File: config.mk
export PLATFORM = sky130hd
export DESIGN_NAME = bstap_ctrl
export DESIGN_NICKNAME = d
export VERILOG_FILES = /design/src/hw/bstap_ctrl.v
export VERILOG_INCLUDE_DIRS = /design/src /design/src/hw
export SDC_FILE = /design/constraint.sdc
export NUM_CORES = 1
export LEC_CHECK = 0
export ABC_AREA = 1
export BUFFER_PORTS_ARGS = -buffer_cell sky130_fd_sc_hd__buf_2
export CELL_PAD_IN_SITES_DETAIL_PLACEMENT = 2
export CELL_PAD_IN_SITES_GLOBAL_PLACEMENT = 2
export CORE_MARGIN = 1
export CORE_UTILIZATION = 35
export CTS_BUF_LIST = sky130_fd_sc_hd__clkbuf_8
export CTS_CLUSTER_DIAMETER = 50
export DETAILED_ROUTE_END_ITERATION = 7
export PLACE_DENSITY = 0.89
export SYNTH_ARGS = -nofsm -noshare
export SYNTH_HDL_FRONTEND = slang
export SYNTH_SLANG_ARGS = --single-unit
File: constraint.sdc
create_clock -name clk_in -period 2.5 [get_ports clk_in]
set_input_delay 0.375 -clock clk_in [delete_from_list [all_inputs] [get_ports clk_in]]
set_output_delay 0.375 -clock clk_in [all_outputs]
set_load 0.005 [all_outputs]
File: src/hw/bstap_defs.vh
// Purpose: constants for the boundary scan test access port
// Assumes: included by bstap_ctrl.v
// Notes: codes and states are one-hot or binary as commented
`ifndef BSTAP_DEFS_VH
`define BSTAP_DEFS_VH
// instruction width and codes
`define BSTAP_IR_W 3
`define BSTAP_OP_EXTEST 3'h0
`define BSTAP_OP_HIGHZ 3'h2
`define BSTAP_OP_CLAMP 3'h3
`define BSTAP_OP_SAMPLE 3'h4
`define BSTAP_OP_IDCODE 3'h6
`define BSTAP_OP_BYPASS 3'h7
// fixed value loaded at instruction capture
`define BSTAP_IR_CAPTURE 3'h1
// identification register width
`define BSTAP_ID_W 32
`endif

File: src/hw/bstap_ctrl.v
// Purpose: boundary scan test access port controller
// Assumes: test pins sampled by clk_in, test clock far slower than clk_in
// Notes: rising and falling test clock edges are found from synced samples
`timescale 1ns/100ps
`include "bstap_defs.vh"
module bstap_ctrl #(
	parameter BSR_W = 8,
	parameter [31:0] ID_CODE = 32'h00000001 // arbitrary value
)(
	// system clock and reset
	input wire clk_in,
	input wire nrst_in,
	// test pins
	input wire test_clock_pin_in,
	input wire test_reset_low_pin_in,
	input wire test_serial_in_in,
	input wire test_mode_select_in,
	output reg test_serial_out_out,
	output reg test_serial_out_oe_out,
	// boundary cells toward the device pins
	input wire [BSR_W-1:0] bsr_pins_in,
	input wire [BSR_W-1:0] sys_pins_in,
	input wire [BSR_W-1:0] sys_oe_in,
	output wire [BSR_W-1:0] pins_out,
	output wire [BSR_W-1:0] pins_oe_out,
	// status
	output reg [`BSTAP_IR_W-1:0] instr_out,
	output reg [31:0] id_latch_out
);
	// one-hot states: reset, idle and the data column
	localparam [15:0] S_TLR = 16'h0001;
	localparam [15:0] S_RTI = 16'h0002;
	localparam [15:0] S_SDR = 16'h0004;
	localparam [15:0] S_CDR = 16'h0008;
	localparam [15:0] S_SHD = 16'h0010;
	localparam [15:0] S_E1D = 16'h0020;
	localparam [15:0] S_PSD = 16'h0040;
	localparam [15:0] S_E2D = 16'h0080;
	localparam [15:0] S_UDR = 16'h0100;
	// one-hot states: the instruction column
	localparam [15:0] S_SIR = 16'h0200;
	localparam [15:0] S_CIR = 16'h0400;
	localparam [15:0] S_SHI = 16'h0800;
	localparam [15:0] S_E1I = 16'h1000;
	localparam [15:0] S_PSI = 16'h2000;
	localparam [15:0] S_E2I = 16'h4000;
	localparam [15:0] S_UIR = 16'h8000;

	reg [15:0] state;
	reg [15:0] next_state;
	reg [`BSTAP_IR_W-1:0] ir_shift;
	reg [31:0] id_shift;
	reg bypass_bit;
	reg [BSR_W-1:0] bsr_shift;
	reg [BSR_W-1:0] bsr_latch;
	// two-flop synchronisers and edge history
	reg [1:0] tck_s;
	reg [1:0] trst_s;
	reg [1:0] tdi_s;
	reg [1:0] tms_s;
	reg tck_d;
	wire tck_rise;
	wire tck_fall;
	wire trst_n;
	wire tms;
	wire tdi;

	assign tck_rise = tck_s[1] & ~tck_d;
	assign tck_fall = ~tck_s[1] & tck_d;
	assign trst_n = trst_s[1];
	assign tms = tms_s[1];
	assign tdi = tdi_s[1];

	// serial path selection by current instruction
	function [1:0] bstap_dr_sel;
		input [`BSTAP_IR_W-1:0] op;
		begin
			case (op)
				`BSTAP_OP_EXTEST: bstap_dr_sel = 2'h1;
				`BSTAP_OP_SAMPLE: bstap_dr_sel = 2'h1;
				`BSTAP_OP_IDCODE: bstap_dr_sel = 2'h2;
				default: bstap_dr_sel = 2'h0; // bypass, highz, clamp
			endcase
		end
	endfunction

	// synchronise test pins
	always @(posedge clk_in or negedge nrst_in)
	begin
		if (!nrst_in)
		begin
			tck_s <= 2'h0;
			trst_s <= 2'h0;
			tdi_s <= 2'h0;
			tms_s <= 2'h3;
			tck_d <= 1'b0;
		end
		else
		begin
			tck_s <= {tck_s[0], test_clock_pin_in};
			trst_s <= {trst_s[0], test_reset_low_pin_in};
			tdi_s <= {tdi_s[0], test_serial_in_in};
			tms_s <= {tms_s[0], test_mode_select_in};
			tck_d <= tck_s[1];
		end
	end

	// next-state table
	always @*
	begin
		case (state)
			S_TLR: next_state = tms ? S_TLR : S_RTI;
			S_RTI: next_state = tms ? S_SDR : S_RTI;
			S_SDR: next_state = tms ? S_SIR : S_CDR;
			S_CDR: next_state = tms ? S_E1D : S_SHD;
			S_SHD: next_state = tms ? S_E1D : S_SHD;
			S_E1D: next_state = tms ? S_UDR : S_PSD;
			S_PSD: next_state = tms ? S_E2D : S_PSD;
			S_E2D: next_state = tms ? S_UDR : S_SHD;
			S_UDR: next_state = tms ? S_SDR : S_RTI;
			S_SIR: next_state = tms ? S_TLR : S_CIR;
			S_CIR: next_state = tms ? S_E1I : S_SHI;
			S_SHI: next_state = tms ? S_E1I : S_SHI;
			S_E1I: next_state = tms ? S_UIR : S_PSI;
			S_PSI: next_state = tms ? S_E2I : S_PSI;
			S_E2I: next_state = tms ? S_UIR : S_SHI;
			S_UIR: next_state = tms ? S_SDR : S_RTI;
			default: next_state = S_TLR;
		endcase
	end

	// state and shift registers on rising test clock edge
	always @(posedge clk_in or negedge nrst_in)
	begin
		if (!nrst_in)
		begin
			state <= S_TLR;
			ir_shift <= 3'h0;
			id_shift <= 32'h00000000;
			bypass_bit <= 1'b0;
			bsr_shift <= {BSR_W{1'b0}};
		end
		else if (!trst_n)
			state <= S_TLR;
		else if (tck_rise)
		begin
			state <= next_state;
			// capture states load, shift states move toward output
			// every other state, idle and select included, leaves
			// the registers alone
			if (state == S_CIR)
				ir_shift <= `BSTAP_IR_CAPTURE;
			else if (state == S_SHI)
				ir_shift <= {tdi, ir_shift[`BSTAP_IR_W-1:1]};
			if (state == S_CDR)
			begin
				case (bstap_dr_sel(instr_out))
					2'h1: bsr_shift <= bsr_pins_in;
					2'h2: id_shift <= ID_CODE;
					default: bypass_bit <= 1'b0;
				endcase
			end
			else if (state == S_SHD)
			begin
				case (bstap_dr_sel(instr_out))
					2'h1: bsr_shift <= {tdi, bsr_shift[BSR_W-1:1]};
					2'h2: id_shift <= {tdi, id_shift[31:1]};
					default: bypass_bit <= tdi;
				endcase
			end
		end
	end

	// data register chosen by the current instruction
	wire [1:0] dr_sel;
	assign dr_sel = bstap_dr_sel(instr_out);

	// current instruction: held at identify while in the reset state,
	// so a tester that only pulses mode-select still reads the id first
	always @(posedge clk_in or negedge nrst_in)
	begin
		if (!nrst_in)
			instr_out <= `BSTAP_OP_IDCODE;
		else if (state == S_TLR || !trst_n)
			instr_out <= `BSTAP_OP_IDCODE;
		else if (tck_fall && state == S_UIR)
			instr_out <= ir_shift;
	end

	// update-dr falling edge copies shift paths into the parallel
	// latches; the pins never see bits while they are shifting
	always @(posedge clk_in or negedge nrst_in)
	begin
		if (!nrst_in)
		begin
			id_latch_out <= 32'h00000000;
			bsr_latch <= {BSR_W{1'b0}};
		end
		else if (tck_fall && state == S_UDR)
		begin
			if (dr_sel == 2'h1)
				bsr_latch <= bsr_shift;
			if (dr_sel == 2'h2)
				id_latch_out <= id_shift;
		end
	end

	// serial output moves only on the falling edge, so the bit is
	// settled for the whole high phase that the tester samples in
	always @(posedge clk_in or negedge nrst_in)
	begin
		if (!nrst_in)
		begin
			test_serial_out_out <= 1'b0;
			test_serial_out_oe_out <= 1'b0;
		end
		else if (tck_fall)
		begin
			// driven only in the two shift states
			test_serial_out_oe_out <= (state == S_SHD) || (state == S_SHI);
			if (state == S_SHI)
				test_serial_out_out <= ir_shift[0];
			else if (dr_sel == 2'h1)
				test_serial_out_out <= bsr_shift[0];
			else if (dr_sel == 2'h2)
				test_serial_out_out <= id_shift[0];
			else
				test_serial_out_out <= bypass_bit;
		end
	end

	// boundary drive decode; in the reset state system logic owns pins
	wire test_mode;
	wire drive_bsr;
	wire float_pins;
	assign test_mode = (state != S_TLR);
	assign drive_bsr = test_mode && (instr_out == `BSTAP_OP_EXTEST ||
		instr_out == `BSTAP_OP_CLAMP);
	assign float_pins = test_mode && (instr_out == `BSTAP_OP_HIGHZ);

	// pin muxing: system logic runs except under extest, clamp or highz
	assign pins_out = drive_bsr ? bsr_latch : sys_pins_in;
	assign pins_oe_out = float_pins ? {BSR_W{1'b0}} :
		drive_bsr ? {BSR_W{1'b1}} : sys_oe_in;
endmodule // bstap_ctrl

==> results.json, run 1 <==
{
  "synth_area_leader_cell": "dfrtp_1",
  "fin_worst_skew_ps": 15.8,
  "maxCapViolCount": 0,
  "nets": 732,
  "clkLatencyLatePin_ps": 450,
  "syn-cell-area_sq_um": 5280,
  "ir_drop_v": 0.000302,
  "yosys-top-cells-area": "dfrtp_1 (52%), nand2_1 (15%), nand3_1 (5.6%), inv_1 (3.2%), o21ai_0 (2.9%)",
  "synth_fa_ha_area_share_pct": 0.474,
  "crit_required_ps": 2120,
  "cts-root-buf": "clkbuf_8",
  "crit_type": "register to output pin",
  "drtIter0Drc": 234,
  "placed_cells": 861,
  "hp-class": "input port to register",
  "synth_seq_area_share_pct": 54.1,
  "core_sq_um": 14600,
  "synth_xor_area_share_pct": 0,
  "gp_congestion": 0.814,
  "yosysWarnings": 0,
  "fin_area_sq_um": 6280,
  "die_area_sq_um": 15600,
  "path_clk_slew_ps": 70,
  "status": "complete, but fails checks",
  "overflow": 0,
  "diodes": 0,
  "vias": 4700,
  "instances_no_fill": 896,
  "power.density_cell_area_nw_per_um2": 601,
  "finalCritPeriodShare_pct": 96.6,
  "numClockSinks": 114,
  "tns_ps": 0,
  "crit_arrival_ps": 2040,
  "initial_utilization_pct": 36.1,
  "rsz0062_at_grt": "true",
  "maxSlewHeadroom_pct": 57.4,
  "muxShareOfSynthArea_pct": 1.33,
  "grt_pass1_vias": 5340,
  "path_cells": "inv_1 > nor3_4 > nand3_4 > nand2_4 > inv_4 > o21ai_0 > inv_1 > buf_2",
  "post-route-util_pct": 42.9,
  "netlist.area_leader.share_pct": 51.7,
  "cts_tree": "yes",
  "synth_top_family_by_area": "simple AND/OR/NAND/NOR gates",
  "crit_path_frequent_cell": "inv_1",
  "grt_use_total_pct": 23.8,
  "syn_area_per_cell_sq_um": 8.59,
  "synth_compound_area_share_pct": 9.88,
  "fmax_mhz": 414,
  "ant_nets": 0,
  "io_pins": 83,
  "port_buffers": 82,
  "routed_wl_microns": 17300,
  "drive_above_1_share_pct": 24.2,
  "die_y_microns": 125,
  "synth_edf_count": 0,
  "antenna_found_initial": 0,
  "setup_ws_ps": 83.9,
  "dp_hpwl_microns": 10900,
  "hold_violations": 0,
  "drcViolationCount": 22,
  "placementRows": 44,
  "final_common_cell": "nand2_1",
  "synthArstFlopShare_pct": 100,
  "syn_to_final_growth_pct": 18.9,
  "yosys.cell_types.count": 32,
  "p_leak_nw": 3.29,
  "path_delay_family": "flip-flops",
  "grt_max_degree": 56,
  "holdWs_ps": 38.5,
  "finalPower_mw": 3.77,
  "fin_crit_ps": 2420,
  "vias_per_cell": 5.25,
  "worst_slew_pin_slew_ps": 639,
  "cpPeakStageDelay_ps": 580,
  "drt-pass1-iter-count": 6,
  "start_kind": "register",
  "wl_per_cell_microns": 19.3,
  "dpl_worst_slack_ps": 280,
  "end_kind": "output pin",
  "slew_viol_final": 0,
  "max-clock-path-buffers": 2,
  "synth-seq-cells": 114,
  "die_w_microns": 125,
  "synthSimpleGateAreaFrac_pct": 27.3,
  "cp_max_fo": 16,
  "synth_ff_type": "dfrtp_1",
  "h-tree-depth": 4,
  "crit_slowest_cell": "dfstp_2",
  "cts_buffers": 17,
  "final_cell_mix": "nand2_1 (209), dfrtp_1 (109), buf_2 (81), nand3_1 (58), inv_1 (46)",
  "placed_area_sq_um": 5810,
  "failed_checks": "design-rule violations",
  "netlist_instances": 615,
  "synth_nets": 647,
  "setup_viol": 0,
  "grt_pass1_wl_microns": 28700,
  "path_buf_inv": 4
}
-- state kept, by name, indices dropped and copies added (netlist names) --
| signal | cells |
|---|---|
| tms_s | 2 |
| bypass_bit | 1 |
| tdi_s | 2 |
| test_serial_out_out | 1 |
| id_latch_out | 32 |
| tck_d | 1 |
| ir_shift | 3 |
| bsr_shift | 8 |
| id_shift | 32 |
| test_serial_out_oe_out | 1 |
| tck_s | 2 |
| instr_out | 3 |
| state | 16 |
| bsr_latch | 8 |
| trst_s | 2 |
-- what timing repair did --
item / CTS / global route
resized for setup: 9 / 4
buffers inserted: 3 / 0
endpoints found under the hold margin: 38 / 0
hold buffers: 1 / 0
gates cloned: 0 / 0
endpoints found under the setup margin: 16 / 18
pin swaps: 4 / 2
-- routing by layer --
layer / share of wire, % / up-vias / track usage, %
met5: 0 / - / 0
met4: 2.6 / 0 / 9.76
met3: 4.2 / 40 / 5.15
met2: 50 / 136 / 41.0
met1: 43 / 2378 / 29.0
li1: - / 2146 / -
-- final timing paths --
kind | startpoint | to | slack [ps] | depth (start not counted)
max in group asynchronous | nrst_in | id_latch_out[6] | 1270 | 3
worst max register to register | instr_out[1] | id_shift[27] | 240 | 9
min in group asynchronous | nrst_in | test_serial_out_oe_out | 500 | 2
worst max-delay path | state[0] | pins_oe_out[0] | 80 | 8
worst min register to register | tck_s[0] | tck_s[1] | 350 | 0
worst min-delay path | test_mode_select_in | tms_s[0] | 40 | 1
-- cells by family (layout without fill, tap and decap cells) --
| family | Yosys count | after routing |
|---|---|---|
| AND/OR/NAND/NOR | 329 | 329 |
| flip-flops | 114 | 114 |
| AO/OA/AOI/OAI | 89 | 89 |
| buffers and inverters | 74 | 171 |
| multiplexers | 7 | 7 |
| adder cells (fa/ha/maj) | 2 | 2 |
-- cell usage after synthesis, types with 3 or more instances --
| cell type | instances |
|---|---|
| a21oi_1 | 7 |
| a31oi_1 | 3 |
| buf_2 | 7 |
| buf_4 | 3 |
| buf_6 | 9 |
| clkbuf_1 | 8 |
| dfrtp_1 | 109 |
| dfstp_2 | 5 |
| inv_1 | 45 |
| mux2i_1 | 7 |
| nand2_1 | 210 |
| nand2_2 | 10 |
| nand3_1 | 59 |
| nor2_1 | 30 |
| nor2_2 | 7 |
| nor2_4 | 3 |
| nor3_1 | 4 |
| o21ai_0 | 31 |
| o21ai_1 | 25 |
| o21ai_2 | 12 |
| o22ai_1 | 6 |
-- layout make-up --
type / instances / area, sq um
fill: 1649 / 8370
sequential: 114 / 2860
multi-input combinational: 427 / 2100
timing repair buffer: 93 / 523
clock buffer: 20 / 275
tap: 184 / 230
inverter: 47 / 179
clock inverter: 11 / 114
-- power breakdown --
part           internal [mW]  switching, mW
Clock                  0.947          0.793
Sequential              1.86         0.0123
Combinational         0.0548          0.106
(Power assumes the default switching activity.)
==> run 2: changes to the inputs <==
- CTS_CLUSTER_DIAMETER: 50 -> 60
- REMOVE_ABC_BUFFERS: not set -> 1
==> run 2 against run 1 <==
  * The flow still finishes with violations (design-rule violations)
  * Largest cell class unchanged
  * Clock-buffer cell count increased by 1
  * Register-to-register slack lost 90 ps
  * Cell area rose by 0.80%
  * Die area unchanged
  * Utilization increased by 0.34 points
  * Power is 0.55% lower
  * Via count barely moved
  * Clock skew up 3.7 ps
  * First-iteration DRC count down 0.43%
  * Combinational power is essentially flat
  * Sequential share of layout area decreased by 0.36 points
==> results.json, run 2 (synthesis results as in run 1) <==
{
  "grt_pass1_wl_microns": 27700,
  "finalCritPeriodShare_pct": 96.3,
  "routed_wl_microns": 17000,
  "crit_arrival_ps": 2030,
  "placementRows": 44,
  "numClockSinks": 114,
  "drtIter0Drc": 233,
  "fillers": 1659,
  "gp_congestion": 0.858,
  "post-route-util_pct": 43.2,
  "fin_crit_ps": 2410,
  "crit_slowest_cell": "dfrtp_1",
  "dp_hpwl_microns": 11100,
  "worst_slew_pin_slew_ps": 668,
  "vias": 4696,
  "io_pins": 83,
  "diodes": 0,
  "drt-pass1-iter-count": 8,
  "clkLatencyLatePin_ps": 470,
  "path_buf_inv": 3,
  "end_kind": "output pin",
  "die_w_microns": 125,
  "cp_max_fo": 8,
  "fin_worst_skew_ps": 19.5,
  "crit_path_frequent_cell": "nand2_1",
  "cp.depth": 9,
  "grt_pass1_vias": 5235,
  "ff2ff_path_depth": 10,
  "power.density_cell_area_nw_per_um2": 593,
  "syn_to_final_growth_pct": 19.8,
  "setup_ws_ps": 93.7,
  "final_cell_mix": "nand2_1 (209), dfrtp_1 (109), buf_2 (81), nand3_1 (58), inv_1 (45)",
  "multiInputGateArea_sq_um": 2110,
  "hold_violations": 0,
  "reg.largest.list": "id_latch_out (32), id_shift (32), state (16)",
  "p_leak_nw": 3.33,
  "drive_above_1_share_pct": 24.9,
  "drcViolationCount": 14,
  "wl_per_cell_microns": 18.9,
  "antenna_found_initial": 0,
  "core_sq_um": 14600,
  "hold_depth": 1,
  "overflow": 0,
  "start_kind": "register",
  "ant_nets": 0,
  "cpPeakStageDelay_ps": 430,
  "failed_checks": "design-rule violations",
  "seqCellArea_sq_um": 2860,
  "cts-root-buf": "clkbuf_8",
  "hp-class": "input port to register",
  "vias_per_cell": 5.22,
  "nets": 738,
  "fmax_mhz": 416,
  "status": "complete, but fails checks",
  "port_buffers": 82,
  "path_delay_family": "simple AND/OR/NAND/NOR gates",
  "crit_required_ps": 2120,
  "h-tree-depth": 4,
  "maxCapViolCount": 0,
  "ir_drop_v": 0.000382,
  "grt_max_degree": 65,
  "finalPower_mw": 3.75,
  "path_clk_slew_ps": 80,
  "die_area_sq_um": 15600,
  "path_cells": "nor2_2 > inv_2 > nor3_4 > nand3_2 > nand2_4 > buf_4 > nand2_1 > nand2_1 > buf_2",
  "final_common_cell": "nand2_1",
  "setup_viol": 0,
  "slew_viol_final": 0,
  "initial_utilization_pct": 36.1,
  "grt_use_total_pct": 23.0,
  "maxSlewHeadroom_pct": 55.3,
  "max-clock-path-buffers": 2,
  "cts_tree": "yes",
  "die_y_microns": 125,
  "cts_buffers": 17,
  "crit_type": "register to output pin",
  "dpl_worst_slack_ps": 269
}
-- run 2: metrics by stage --
stage | cell area [sq um] | setup TNS [ps] | hold WS, ps | cells
floorplan | 5090 | -1870 | 79.4 | 588
finish | 6330 | 0 | 26.9 | 900
detailed placement | 5840 | 0 | 327 | 865
global placement | 5840 | 0 | 317 | 865
CTS | 6280 | 0 | 10.1 | 897
global route | 6330 | -336 | 4.09 | 900
-- run 2: report_power, final --
part | total, mW | internal [mW] | switching, mW
Combinational | 0.164 | 0.0576 | 0.107
Sequential | 1.87 | 1.86 | 0.00909
Clock | 1.72 | 0.959 | 0.759
-- run 2: worst paths after layout --
path,startpoint,endpoint,slack [ps]
max,state[2],pins_out[7],90
min,test_clock_pin_in,tck_s[0],30
max reg2reg,instr_out[1],test_serial_out_out,150
min reg2reg,tck_s[0],tck_s[1],370
max in group asynchronous,nrst_in,state[0],1330
min in group asynchronous,nrst_in,id_shift[21],380
-- run 2: worst register-to-register path, stage by stage (launching register included) --
cell	delay [ps]
dfstp_2	570
inv_1	70
nor2_1	270
nand2_1	170
inv_1	110
ha_2	290
nand2_1	120
o21ai_0	160
o21ai_0	190
o21ai_0	190
o21ai_0	90
-- run 2: layout make-up --
class	count	area share, %
sequential	114	45.2
multi-input combinational	427	33.4
timing repair buffer	99	9.02
clock buffer	21	4.57
tap	184	3.64
inverter	47	2.83
clock inverter	8	1.38
-- run 2: per-layer routing --
layer | share of wire [%] | track usage, % | vias up
met5 | 0 | 0 | -
met4 | 2.2 | 9.18 | 0
met3 | 3.9 | 6.01 | 28
met2 | 52 | 40.5 | 100
met1 | 42 | 26.6 | 2407
li1 | - | - | 2161
-- run 2: timing repair --
| item | 4_1_cts | 5_1_grt |
|---|---|---|
| pin swaps | 1 | 3 |
| buffers inserted | 1 | 3 |
| endpoints found under the setup margin | 16 | 16 |
| hold endpoints to repair | 25 | 0 |
| hold buffers | 2 | 0 |
| gates resized for setup | 9 | 14 |
==> run 3: changes to the inputs <==
- CORE_UTILIZATION: 35 -> 34
- CTS_BUF_LIST: sky130_fd_sc_hd__clkbuf_8 -> not set
- PLACE_DENSITY: 0.89 -> 0.87
==> run 3 against run 2 <==
  * The flow now finishes without violations
  * Cell count is 0.11% lower
  * Clock power is 51% higher
  * Via count is 2.4% lower
  * Clock-buffer cell count stayed put
  * Critical path type unchanged
  * Worst hold slack worse by 8.3 ps
  * Clock skew is 2.3 ps lower
==> results.json, run 3 (synthesis results as in run 1) <==
{
  "status": "completed",
  "fillers": 1706,
  "max-clock-path-buffers": 2,
  "crit_required_ps": 2120,
  "hp-class": "input port to async pin",
  "cpPeakStageDelay_ps": 450,
  "maxCapViolCount": 0,
  "p_leak_nw": 3.40,
  "hold_violations": 0,
  "cts_tree": "yes",
  "seqCellArea_sq_um": 2860,
  "die_area_sq_um": 16000,
  "start_kind": "register",
  "syn_to_final_growth_pct": 23.2,
  "setup_viol": 0,
  "core_sq_um": 15200,
  "startpoint": "state[8]",
  "tns_ps": 0,
  "drive_above_1_share_pct": 24.5,
  "cts-root-buf": "clkbuf_16",
  "die_w_microns": 127,
  "p_sw_share_pct": 21.1,
  "drt-pass1-iter-count": 4,
  "seqPwrFrac_pct": 40.5,
  "internal-power_mw": 3.65,
  "drcViolationCount": 0,
  "overflow": 0,
  "path_cells": "nor2_4 > nand2_2 > nor2_4 > nand3_2 > nand2_4 > inv_2 > o21ai_0 > inv_1 > buf_2",
  "p_sw_uw": 978,
  "power_frac_clock_pct": 56.3,
  "multiInputGateArea_sq_um": 2090,
  "crit_type": "register to output pin",
  "nets": 731,
  "drtIter0Drc": 135,
  "end_kind": "output pin",
  "fin_crit_ps": 2400,
  "crit_path_frequent_cell": "nor2_4",
  "grt_max_degree": 115,
  "cts_buffers": 17,
  "fin_worst_skew_ps": 17.2,
  "path_clk_slew_ps": 50,
  "ir_drop_v": 0.000373,
  "cp_max_fo": 16,
  "rsz0062_at_grt": "true",
  "cts_hold_buf": 0,
  "dp_hpwl_microns": 10600,
  "placementRows": 45,
  "crit_arrival_ps": 2020,
  "vias_per_cell": 5.10,
  "slew_viol_final": 0,
  "instances_no_fill": 899,
  "r2r_start": "instr_out[1]",
  "wl_per_cell_microns": 18.7,
  "finalCritPeriodShare_pct": 95.9,
  "power_frac_comb_pct": 3.3,
  "clkLatencyLatePin_ps": 420,
  "vias": 4585,
  "maxSlewHeadroom_pct": 57.7,
  "grt_pass1_wl_microns": 27600,
  "diodes": 0,
  "ant_nets": 0,
  "numClockSinks": 114,
  "power.density_cell_area_nw_per_um2": 711,
  "antenna_found_initial": 0,
  "grt_use_total_pct": 22.5,
  "reg.largest.list": "id_latch_out (32), id_shift (32), state (16)",
  "ff2ff_path_depth": 11,
  "fmax_mhz": 417,
  "h-tree-depth": 4,
  "crit_slowest_cell": "dfrtp_1",
  "die_y_microns": 127,
  "io_pins": 83,
  "gp_congestion": 0.806,
  "worst_slew_pin_slew_ps": 634,
  "port_buffers": 82,
  "final_common_cell": "nand2_1",
  "routed_wl_microns": 16800,
  "placed_cells": 867,
  "final_cell_mix": "nand2_1 (209), dfrtp_1 (109), buf_2 (81), nand3_1 (59), inv_1 (44)",
  "post-route-util_pct": 42.8,
  "grt_pass1_vias": 5138,
  "initial_utilization_pct": 34.7
}
==> run 3: path summary, 6_finish.rpt <==
path,to,slack (ps)
worst max register to register,test_serial_out_out,250
worst min-delay path,id_shift[23],20
min in group clk_in,tms_s[0],70
max in group asynchronous,trst_s[0],1990
worst min register to register,tdi_s[1],350
worst max-delay path,pins_oe_out[7],100
==> run 3: per-stage QoR <==
stage	total power, mW	worst slack (ps)	hold slack (ps)	instance area (sq um)
finish	4.62	103	18.5	6500
global route	4.76	-47.9	56.4	6500
CTS	4.69	63.1	54.1	6500
detailed placement	2.05	299	338	5830
global placement	2.05	479	335	5830
floorplan	1.95	-160	79.4	5090
==> run 3: critical path, delay by kind of cell, from the launching register on <==
family	cells	cell delay, ps
AOI/OAI and AO/OA	1	180
buffers and inverters	3	290
DFF	1	450
and+or+nand+nor	5	690
==> run 3: cell type report <==
type	instances	share of cell area, %
clock buffers	21	7.23
clock inverters	10	2.40
inverters	47	2.71
multi-input cells	427	32.2
flip-flops and latches	114	44.0
well taps	188	3.62
repair buffers	92	7.89
==> run 3: metal layers <==
layer	routed length, microns	vias to the layer above	track usage (%)
met2	8780	92	39.5
met1	7140	2323	26.9
met5	0	-	0
li1	-	2146	-
met4	331	0	9.14
met3	530	24	4.56
==> run 3: power groups by stage <==
stage	clock network [mW]	registers [mW]	logic [mW]
2_1_floorplan	0	1.90	0.0513
3_3_place_gp	0	1.90	0.143
3_5_place_dp	0	1.90	0.149
4_1_cts	2.66	1.87	0.154
5_1_grt	2.72	1.87	0.168
6_report	2.60	1.87	0.150
==> run 3: what timing repair did <==
action | in CTS | in global routing
pin swaps | 1 | 0
endpoints found under the setup margin | 16 | 7
cloned | 0 | 0
buffers inserted | 1 | 0
gates resized for setup | 10 | 1
